File: src/rss_consts.svh
// constants for the rotate, subtract, skip and set execution block
// Behaviour
// - Rotate right through carry on memory writes back the byte shifted down, old carry into bit 7, old bit 0 into carry, and changes only carry.
// - The working-register variant puts the rotated byte in the working register, takes carry from memory bit 0 and leaves memory alone.
// - Subtract with borrow adds working register, inverted memory byte and carry, to the working register or to memory, updating overflow, zero, half carry and carry.
// - Subtract adds working register, inverted memory byte and one, to the working register or to memory, updating overflow, zero, half carry and carry.
// - Subtract immediate adds working register, inverted operand and one into the working register, updating overflow, zero, half carry and carry.
// - Decrement and skip writes memory minus one back, skips when the result is zero and touches no flag.
// - The working-register decrement puts memory minus one in the working register, keeps memory, skips on zero and touches no flag.
// - Increment and skip writes memory plus one back, skips when it wraps to zero and touches no flag.
// - The working-register increment puts memory plus one in the working register, keeps memory, skips on zero and touches no flag.
// - Bit test skip skips when the selected memory bit is one and changes neither memory nor flags.
// - A met skip condition discards the prefetched instruction with one dummy cycle, so the instruction takes two cycles.
// - Set byte writes all ones to the memory byte and touches no flag.
// - Set bit forces only the selected memory bit to one and touches no flag.
// - Nibble swap exchanges the two halves of the memory byte in place and touches no flag.
`ifndef RSS_CONSTS_SVH
`define RSS_CONSTS_SVH
`define RSS_DATA_W       8
`define RSS_MSB          7
`define RSS_NIB_HI       7
`define RSS_NIB_SPLIT    4
`define RSS_NIB_LO       3
`define RSS_ALL_ONES     8'hFF
`define RSS_ONE          8'h01
`define RSS_WREG_RST     8'h00
`define RSS_FLAG_RST     1'h0
`define RSS_DUMMY_CYCLES 1
`endif

File: src/rss_pkg.sv
// types shared by the execution block
package rss_pkg;
	typedef enum logic [4:0] {
		OP_NOP,
		OP_LOAD_WREG,
		OP_ROTATE_RIGHT_THRU_CARRY,
		OP_ROTATE_RIGHT_THRU_CARRY_TO_WREG,
		OP_SUBTRACT_WITH_BORROW,
		OP_SUBTRACT_WITH_BORROW_TO_MEM,
		OP_SUBTRACT,
		OP_SUBTRACT_TO_MEM,
		OP_SUBTRACT_IMM,
		OP_DECREMENT_SKIP_ZERO,
		OP_DECREMENT_SKIP_ZERO_TO_WREG,
		OP_INCREMENT_SKIP_ZERO,
		OP_INCREMENT_SKIP_ZERO_TO_WREG,
		OP_BIT_SET_SKIP,
		OP_SET_BYTE,
		OP_SET_BIT,
		OP_NIBBLE_SWAP
	} rss_op_e;

	typedef enum logic {
		ST_EXEC,
		ST_DUMMY
	} rss_state_e;

	typedef struct packed {
		logic       ovf;
		logic       half;
		logic       carry;
		logic [7:0] sum;
	} rss_sum_s;
endpackage : rss_pkg

File: src/rss_alu.sv
// combinational operation decode and arithmetic for the execution block
`include "rss_consts.svh"
module rss_alu (
	input  rss_pkg::rss_op_e i_op,
	input  logic [7:0]       i_working_register,
	input  logic [7:0]       i_mem_data,
	input  logic [7:0]       i_imm,
	input  logic [2:0]       i_bit_sel,
	input  logic             i_carry,
	output logic [7:0]       o_result,
	output logic             o_wr_wreg,
	output logic             o_wr_mem,
	output logic             o_upd_carry,
	output logic             o_upd_arith,
	output logic             o_carry,
	output logic             o_half,
	output logic             o_ovf,
	output logic             o_zero,
	output logic             o_skip
);
	import rss_pkg::*;

	function automatic rss_sum_s add8(input logic [7:0] a, input logic [7:0] b, input logic cin);
		logic [4:0] lo;
		logic [8:0] full;
		rss_sum_s   r;
		lo      = {1'h0, a[3:0]} + {1'h0, b[3:0]} + {4'h0, cin};
		full    = {1'h0, a} + {1'h0, b} + {8'h00, cin};
		r.sum   = full[7:0];
		r.carry = full[8];
		r.half  = lo[4];
		r.ovf   = (a[7] == b[7]) && (full[7] != a[7]);
		return r;
	endfunction : add8

	wire       is_borrow_op = (i_op == OP_SUBTRACT_WITH_BORROW) ||
	                          (i_op == OP_SUBTRACT_WITH_BORROW_TO_MEM);
	wire [7:0] sub_operand  = (i_op == OP_SUBTRACT_IMM) ? ~i_imm : ~i_mem_data;
	wire rss_sum_s borrow_res = add8(i_working_register, sub_operand, i_carry);
	wire rss_sum_s plain_res  = add8(i_working_register, sub_operand, 1'h1);
	wire rss_sum_s sub_res    = is_borrow_op ? borrow_res : plain_res;
	wire [7:0] dec_val      = i_mem_data - `RSS_ONE;
	wire [7:0] inc_val      = i_mem_data + `RSS_ONE;
	wire [7:0] bit_mask     = `RSS_ONE << i_bit_sel;
	wire [7:0] rot_val      = {i_carry, i_mem_data[`RSS_MSB:1]};
	wire [7:0] swap_val     = {i_mem_data[`RSS_NIB_LO:0], i_mem_data[`RSS_NIB_HI:`RSS_NIB_SPLIT]};

	assign o_carry = o_upd_arith ? sub_res.carry : i_mem_data[0];
	assign o_half  = sub_res.half;
	assign o_ovf   = sub_res.ovf;
	assign o_zero  = (sub_res.sum == 8'h00);

	always_comb
	begin
		o_result    = 8'h00;
		o_wr_wreg   = 1'h0;
		o_wr_mem    = 1'h0;
		o_upd_carry = 1'h0;
		o_upd_arith = 1'h0;
		o_skip      = 1'h0;
		case (i_op)
			OP_LOAD_WREG:
			begin
				o_result  = i_imm;
				o_wr_wreg = 1'h1;
			end
			OP_ROTATE_RIGHT_THRU_CARRY:
			begin
				o_result    = rot_val;
				o_wr_mem    = 1'h1;
				o_upd_carry = 1'h1;
			end
			OP_ROTATE_RIGHT_THRU_CARRY_TO_WREG:
			begin
				o_result    = rot_val;
				o_wr_wreg   = 1'h1;
				o_upd_carry = 1'h1;
			end
			OP_SUBTRACT_WITH_BORROW, OP_SUBTRACT, OP_SUBTRACT_IMM:
			begin
				o_result    = sub_res.sum;
				o_wr_wreg   = 1'h1;
				o_upd_arith = 1'h1;
			end
			OP_SUBTRACT_WITH_BORROW_TO_MEM, OP_SUBTRACT_TO_MEM:
			begin
				o_result    = sub_res.sum;
				o_wr_mem    = 1'h1;
				o_upd_arith = 1'h1;
			end
			OP_DECREMENT_SKIP_ZERO:
			begin
				o_result = dec_val;
				o_wr_mem = 1'h1;
				o_skip   = (dec_val == 8'h00);
			end
			OP_DECREMENT_SKIP_ZERO_TO_WREG:
			begin
				o_result  = dec_val;
				o_wr_wreg = 1'h1;
				o_skip    = (dec_val == 8'h00);
			end
			OP_INCREMENT_SKIP_ZERO:
			begin
				o_result = inc_val;
				o_wr_mem = 1'h1;
				o_skip   = (inc_val == 8'h00);
			end
			OP_INCREMENT_SKIP_ZERO_TO_WREG:
			begin
				o_result  = inc_val;
				o_wr_wreg = 1'h1;
				o_skip    = (inc_val == 8'h00);
			end
			OP_BIT_SET_SKIP:
				o_skip = |(i_mem_data & bit_mask);
			OP_SET_BYTE:
			begin
				o_result = `RSS_ALL_ONES;
				o_wr_mem = 1'h1;
			end
			OP_SET_BIT:
			begin
				o_result = i_mem_data | bit_mask;
				o_wr_mem = 1'h1;
			end
			OP_NIBBLE_SWAP:
			begin
				o_result = swap_val;
				o_wr_mem = 1'h1;
			end
			default:
				o_result = 8'h00;
		endcase
	end
endmodule : rss_alu

File: src/rss_exec.sv
// execution stage: working register, status flags, memory write-back and skip
`include "rss_consts.svh"
module rss_exec (
	input  logic             i_sys_clk,
	input  logic             i_resetn,
	input  logic             i_op_valid,
	input  rss_pkg::rss_op_e i_op,
	input  logic [7:0]       i_mem_data,
	input  logic [7:0]       i_imm,
	input  logic [2:0]       i_bit_sel,
	input  logic             i_flag_wr,
	input  logic [3:0]       i_flag_wdata,
	output logic             o_ready,
	output logic             o_skip_cycle,
	output logic             o_mem_wr,
	output logic [7:0]       o_mem_wdata,
	output logic [7:0]       o_working_register,
	output logic             o_carry,
	output logic             o_half_carry_flag,
	output logic             o_zero,
	output logic             o_overflow_flag
);
	import rss_pkg::*;

	rss_state_e state_q;
	rss_state_e state_d;
	logic [7:0] working_reg_q;
	logic [7:0] working_reg_d;
	logic       carry_q;
	logic       carry_d;
	logic       half_q;
	logic       half_d;
	logic       zero_q;
	logic       zero_d;
	logic       ovf_q;
	logic       ovf_d;
	logic       mem_wr_q;
	logic [7:0] mem_wdata_q;
	logic [7:0] mem_wdata_d;

	logic [7:0] alu_result;
	logic       alu_wr_wreg;
	logic       alu_wr_mem;
	logic       alu_upd_carry;
	logic       alu_upd_arith;
	logic       alu_carry;
	logic       alu_half;
	logic       alu_ovf;
	logic       alu_zero;
	logic       alu_skip;

	rss_alu u_alu (
		.i_op               (i_op),
		.i_working_register (working_reg_q),
		.i_mem_data         (i_mem_data),
		.i_imm              (i_imm),
		.i_bit_sel          (i_bit_sel),
		.i_carry            (carry_q),
		.o_result           (alu_result),
		.o_wr_wreg          (alu_wr_wreg),
		.o_wr_mem           (alu_wr_mem),
		.o_upd_carry        (alu_upd_carry),
		.o_upd_arith        (alu_upd_arith),
		.o_carry            (alu_carry),
		.o_half             (alu_half),
		.o_ovf              (alu_ovf),
		.o_zero             (alu_zero),
		.o_skip             (alu_skip)
	);

	// the prefetched word offered during the dummy cycle is dropped, not queued
	wire accept      = i_op_valid && (state_q == ST_EXEC);
	wire take_wreg   = accept && alu_wr_wreg;
	wire take_mem    = accept && alu_wr_mem;
	wire take_arith  = accept && alu_upd_arith;
	wire take_carry  = accept && (alu_upd_arith || alu_upd_carry);
	// software preset loses to an instruction in the same cycle
	wire take_preset = i_flag_wr && !accept;

	assign working_reg_d = take_wreg ? alu_result : working_reg_q;
	assign mem_wdata_d   = take_mem ? alu_result : mem_wdata_q;
	assign carry_d       = take_carry ? alu_carry :
	                       take_preset ? i_flag_wdata[0] : carry_q;
	assign half_d        = take_arith ? alu_half :
	                       take_preset ? i_flag_wdata[1] : half_q;
	assign zero_d        = take_arith ? alu_zero :
	                       take_preset ? i_flag_wdata[2] : zero_q;
	assign ovf_d         = take_arith ? alu_ovf :
	                       take_preset ? i_flag_wdata[3] : ovf_q;
	assign state_d       = (accept && alu_skip) ? ST_DUMMY : ST_EXEC;

	always_ff @(posedge i_sys_clk)
	begin
		if (!i_resetn)
		begin
			state_q       <= ST_EXEC;
			working_reg_q <= `RSS_WREG_RST;
			carry_q       <= `RSS_FLAG_RST;
			half_q        <= `RSS_FLAG_RST;
			zero_q        <= `RSS_FLAG_RST;
			ovf_q         <= `RSS_FLAG_RST;
			mem_wr_q      <= 1'h0;
			mem_wdata_q   <= 8'h00;
		end
		else
		begin
			state_q       <= state_d;
			working_reg_q <= working_reg_d;
			carry_q       <= carry_d;
			half_q        <= half_d;
			zero_q        <= zero_d;
			ovf_q         <= ovf_d;
			mem_wr_q      <= take_mem;
			mem_wdata_q   <= mem_wdata_d;
		end
	end

	assign o_ready            = (state_q == ST_EXEC);
	assign o_skip_cycle       = (state_q == ST_DUMMY);
	assign o_mem_wr           = mem_wr_q;
	assign o_mem_wdata        = mem_wdata_q;
	assign o_working_register = working_reg_q;
	assign o_carry            = carry_q;
	assign o_half_carry_flag  = half_q;
	assign o_zero             = zero_q;
	assign o_overflow_flag    = ovf_q;

	wire [3:0] flags_now = {ovf_q, zero_q, half_q, carry_q};
endmodule : rss_exec

File: config.mk
export PLATFORM = sky130hd
export DESIGN_NAME = rss_exec
export DESIGN_NICKNAME = d
export VERILOG_FILES = /design/src/rss_pkg.sv /design/src/rss_alu.sv /design/src/rss_exec.sv
export VERILOG_INCLUDE_DIRS = /design/src /design/src/src
export SDC_FILE = /design/constraint.sdc
export NUM_CORES = 1
export LEC_CHECK = 0
export BUFFER_PORTS_ARGS = -buffer_cell sky130_fd_sc_hd__clkbuf_2
export CORE_ASPECT_RATIO = 0.8
export CORE_MARGIN = 5
export CORE_UTILIZATION = 61
export CTS_CLUSTER_SIZE = 10
export DETAILED_ROUTE_END_ITERATION = 8
export PLACE_DENSITY = 0.87
export SLEW_MARGIN = 30
export SYNTH_ARGS = -nofsm -noshare
export SYNTH_HDL_FRONTEND = slang
export SYNTH_SLANG_ARGS = --single-unit
File: constraint.sdc
create_clock -name i_sys_clk -period 11.75 [get_ports i_sys_clk]
set_input_delay 1.175 -clock i_sys_clk [delete_from_list [all_inputs] [get_ports i_sys_clk]]
set_output_delay 1.175 -clock i_sys_clk [all_outputs]
set_load 0.01 [all_outputs]
==> results.yml <==
outcome:
  status: "completed"
timing:
  fin_crit_sh: 0.407
  hold_viol: 0
  setup_viol: 0
  rsz0062_at_grt: "no"
  worstMarginPinSlew_ns: 0.840
  layout_setup_ws_ns: 6.96
  fin_crit_ns: 4.79
  finalHoldWorstSlack_ns: 0.496
  fmax_mhz: 209
  finalSetupTns_ns: 0
  fin_skew_ns: 0.00398
  slew_headroom: 0.436
  final_max_slew_viol_count: 0
detailed_routing:
  drtIter0Drc: 487
  drc: 0
  dr.pass1.iters: 6
  via_per_inst: 6.81
  wirelength_um: 8480
  final_antenna_net_count: 0
  wire_per_inst_um: 18.5
  vias: 3112
yosys:
  synth_warnings: 0
  ys_types: 69
  synth-main-ff-cell: "dfxtp_1"
  ys_seq_elements: 22
  ys_seq_area_frac: 0.161
  syn_inst: 368
  synth_enable_flop_cells: 0
  syn_area_sq_um: 2740
  synth.avg_cell_area_sq_um: 7.44
  synthArstFlopShare: 0
  syn_nets: 416
power_and_ir_drop:
  p_int_uw: 164
  p_clk_frac: 0.271
  p_comb_frac: 0.410
  swShare: 0.370
  switching_power_uw: 96.0
  pwr-share-seq: 0.319
  peakVddDrop_v: 0.0000712
  p_per_area_nw_per_um2: 85.5
  leakagePower_nw: 1.25
global_routing:
  grt-ovfl-total: 0
  grtUsageTotal: 0.274
  antenna_found_initial: 0
  grt_first_pass_wirelength_um: 13500
  grt_max_degree: 19
  grt_pass1_vias: 2622
cts:
  cts_tree: "built"
  cts_made_buffers: 3
  cts_setup_buffers: 0
  root_buffer: "clkbuf_8"
  clock_latency_ns: 0.26
  cts_sinks: 22
  cts_hold_buf: 0
  cts_resized: 0
  clk_pin_slew_ns: 0.08
  clock_path_buffers: 2
  cts_max_level: 1
final_layout:
  num-fill-cells: 363
  stdcell_area_sq_um: 3040
  final_nets: 449
  diodes: 0
  post-route-util: 0.713
  drive_above_1_share: 0.188
  area_delta_synth_final_pct: 10.9
placed_design:
  port_buffers: 54
  dp_hpwl_um: 6590
  pre_cts_ws_ns: 6.75
  placed_cell_area_sq_um: 2970
  gp_congestion: 0.960
worst_hold_path:
  hold_depth: 2
  hold_path.class: "reg2reg"
  holdPathEnd: "o_half_carry_flag"
  min_from: "o_half_carry_flag"
floorplan:
  ios: 55
  initial_core_util: 0.643
  die_width_um: 84.9
  rows: 21
  die_h_um: 69.9
  die_area_sq_um: 5940
  core_sq_um: 4260
worst_setup_path:
  r2r-start: "o_working_register[0]"
  arrival_ns: 4.94
  criticalPathCategory: "in2reg"
  r2r_slack_ns: 8.57
  rr_worst_depth: 10
  worstReg2RegEnd: "o_overflow_flag"
  critPathMaxFanout: 11
  crit_start: "i_op[1]"
  end_kind: "flop"
  crit_required_ns: 11.90
  cp-start-kind: "primary input"
job:
  cap_violations: 0
## layout by cell type (no fill, tap or decap), types with 3 or more instances in the layout
| master | instances |
|---|---|
| nor2_1 | 38 |
| clkbuf_2 | 54 |
| a211oi_1 | 9 |
| nand2_1 | 19 |
| and3_1 | 4 |
| a21oi_1 | 29 |
| dfxtp_1 | 22 |
| o22ai_1 | 8 |
| nand2b_1 | 3 |
| nor4_1 | 4 |
| xor2_1 | 10 |
| nand3_1 | 13 |
| o21ai_0 | 22 |
| inv_1 | 15 |
| ha_1 | 15 |
| a221oi_1 | 11 |
| o2bb2ai_1 | 3 |
| mux2i_1 | 13 |
| nor3_1 | 12 |
| nor2b_1 | 5 |
| a31oi_1 | 9 |
| o211ai_1 | 3 |
| and3b_1 | 3 |
| clkbuf_8 | 3 |
| xnor2_1 | 9 |
| or3_1 | 4 |
| o21a_1 | 6 |
## stage by stage
stage,cells,power (mW)
after floorplan,368,0.159
after global placement,453,0.184
after detailed placement,453,0.187
after CTS,457,0.256
after global routing,457,0.272
final,457,0.260
## routing by layer
metal | up-vias | track usage | part of all wire
met5 | - | 0 | 0
met4 | 0 | 0.0492 | 0.018
met3 | 30 | 0.0505 | 0.13
met2 | 224 | 0.400 | 0.41
met1 | 1399 | 0.417 | 0.44
li1 | 1459 | - | -
## cells in the mapped netlist, types with 3 or more instances
library cell	count	share of area
o22ai_1	8	0.018
buf_1	3	0.0041
a211oi_1	9	0.025
and3_1	4	0.0091
o21a_1	6	0.016
nand2b_1	3	0.0069
nor4_1	4	0.0091
or3_1	4	0.0091
a21oi_1	29	0.053
nand3_1	13	0.024
nand2_1	19	0.026
nor2_1	38	0.052
nor3_1	12	0.022
clkbuf_1	17	0.023
mux2i_1	13	0.048
o21ai_0	22	0.040
xor2_1	10	0.032
o2bb2ai_1	3	0.0096
and3b_1	3	0.0096
buf_2	4	0.0073
nor2b_1	5	0.011
inv_1	15	0.021
a221oi_1	11	0.035
ha_1	15	0.069
xnor2_1	9	0.029
o211ai_1	3	0.0082
a31oi_1	9	0.021
dfxtp_1	22	0.16
## layout make-up
class                           count  area (sq um)  share of cell area
Multi-Input combinational cell    304          2120               0.698
Clock inverter                      1          30.0             0.00989
Tap cell                           57          71.3              0.0235
Clock buffer                        3          41.3              0.0136
Sequential cell                    22           440               0.145
Timing Repair Buffer               55           278              0.0915
Inverter                           15          56.3              0.0185
## power groups by stage
stage	clock [mW]	combinational, mW	sequential [mW]
finish	0.0703	0.106	0.0830
floorplan	0	0.0730	0.0855
CTS	0.0701	0.104	0.0828
global placement	0	0.100	0.0843
detailed placement	0	0.103	0.0845
global route	0.0731	0.115	0.0835
## worst max path at each step
stage,end,cells past startpoint
after global placement,o_overflow_flag,14
after floorplan,o_overflow_flag,14
after global routing,o_overflow_flag,14
after CTS,o_overflow_flag,14
after detailed placement,o_overflow_flag,14
final,o_overflow_flag,14
## cells by family (layout without fill, tap and decap cells)
kind of cell,count (synthesis),after routing,share of synthesized area
XOR/XNOR,20,20,0.0667
AO/OA/AOI/OAI,130,130,0.334
flip-flops,22,22,0.161
adder cells (fa/ha/maj),16,16,0.0758
multiplexers,15,15,0.0557
buffers and inverters,42,74,0.0653
AND/OR/NAND/NOR,123,123,0.242
## sequential cells by signal, indices dropped and copies added (netlist names)
register and count:
o_half_carry_flag 1, o_mem_wr 1, o_carry 1, o_skip_cycle 1
o_zero 1, o_mem_wdata 8, o_working_register 8, o_overflow_flag 1
## critical path, cell delays in order
cell       delay (ns)
clkbuf_2         0.19
nor3_1           0.32
nand2_1          0.36
mux2i_1          0.28
ha_1             0.23
inv_1            0.07
fa_1             0.40
nand2b_1         0.19
a21oi_2          0.21
xor2_2           0.27
nand3_2          0.15
o31ai_1          0.60
a2111oi_4        0.16
a311o_1          0.34
No activity file was read; power rests on OpenSTA's default activity.
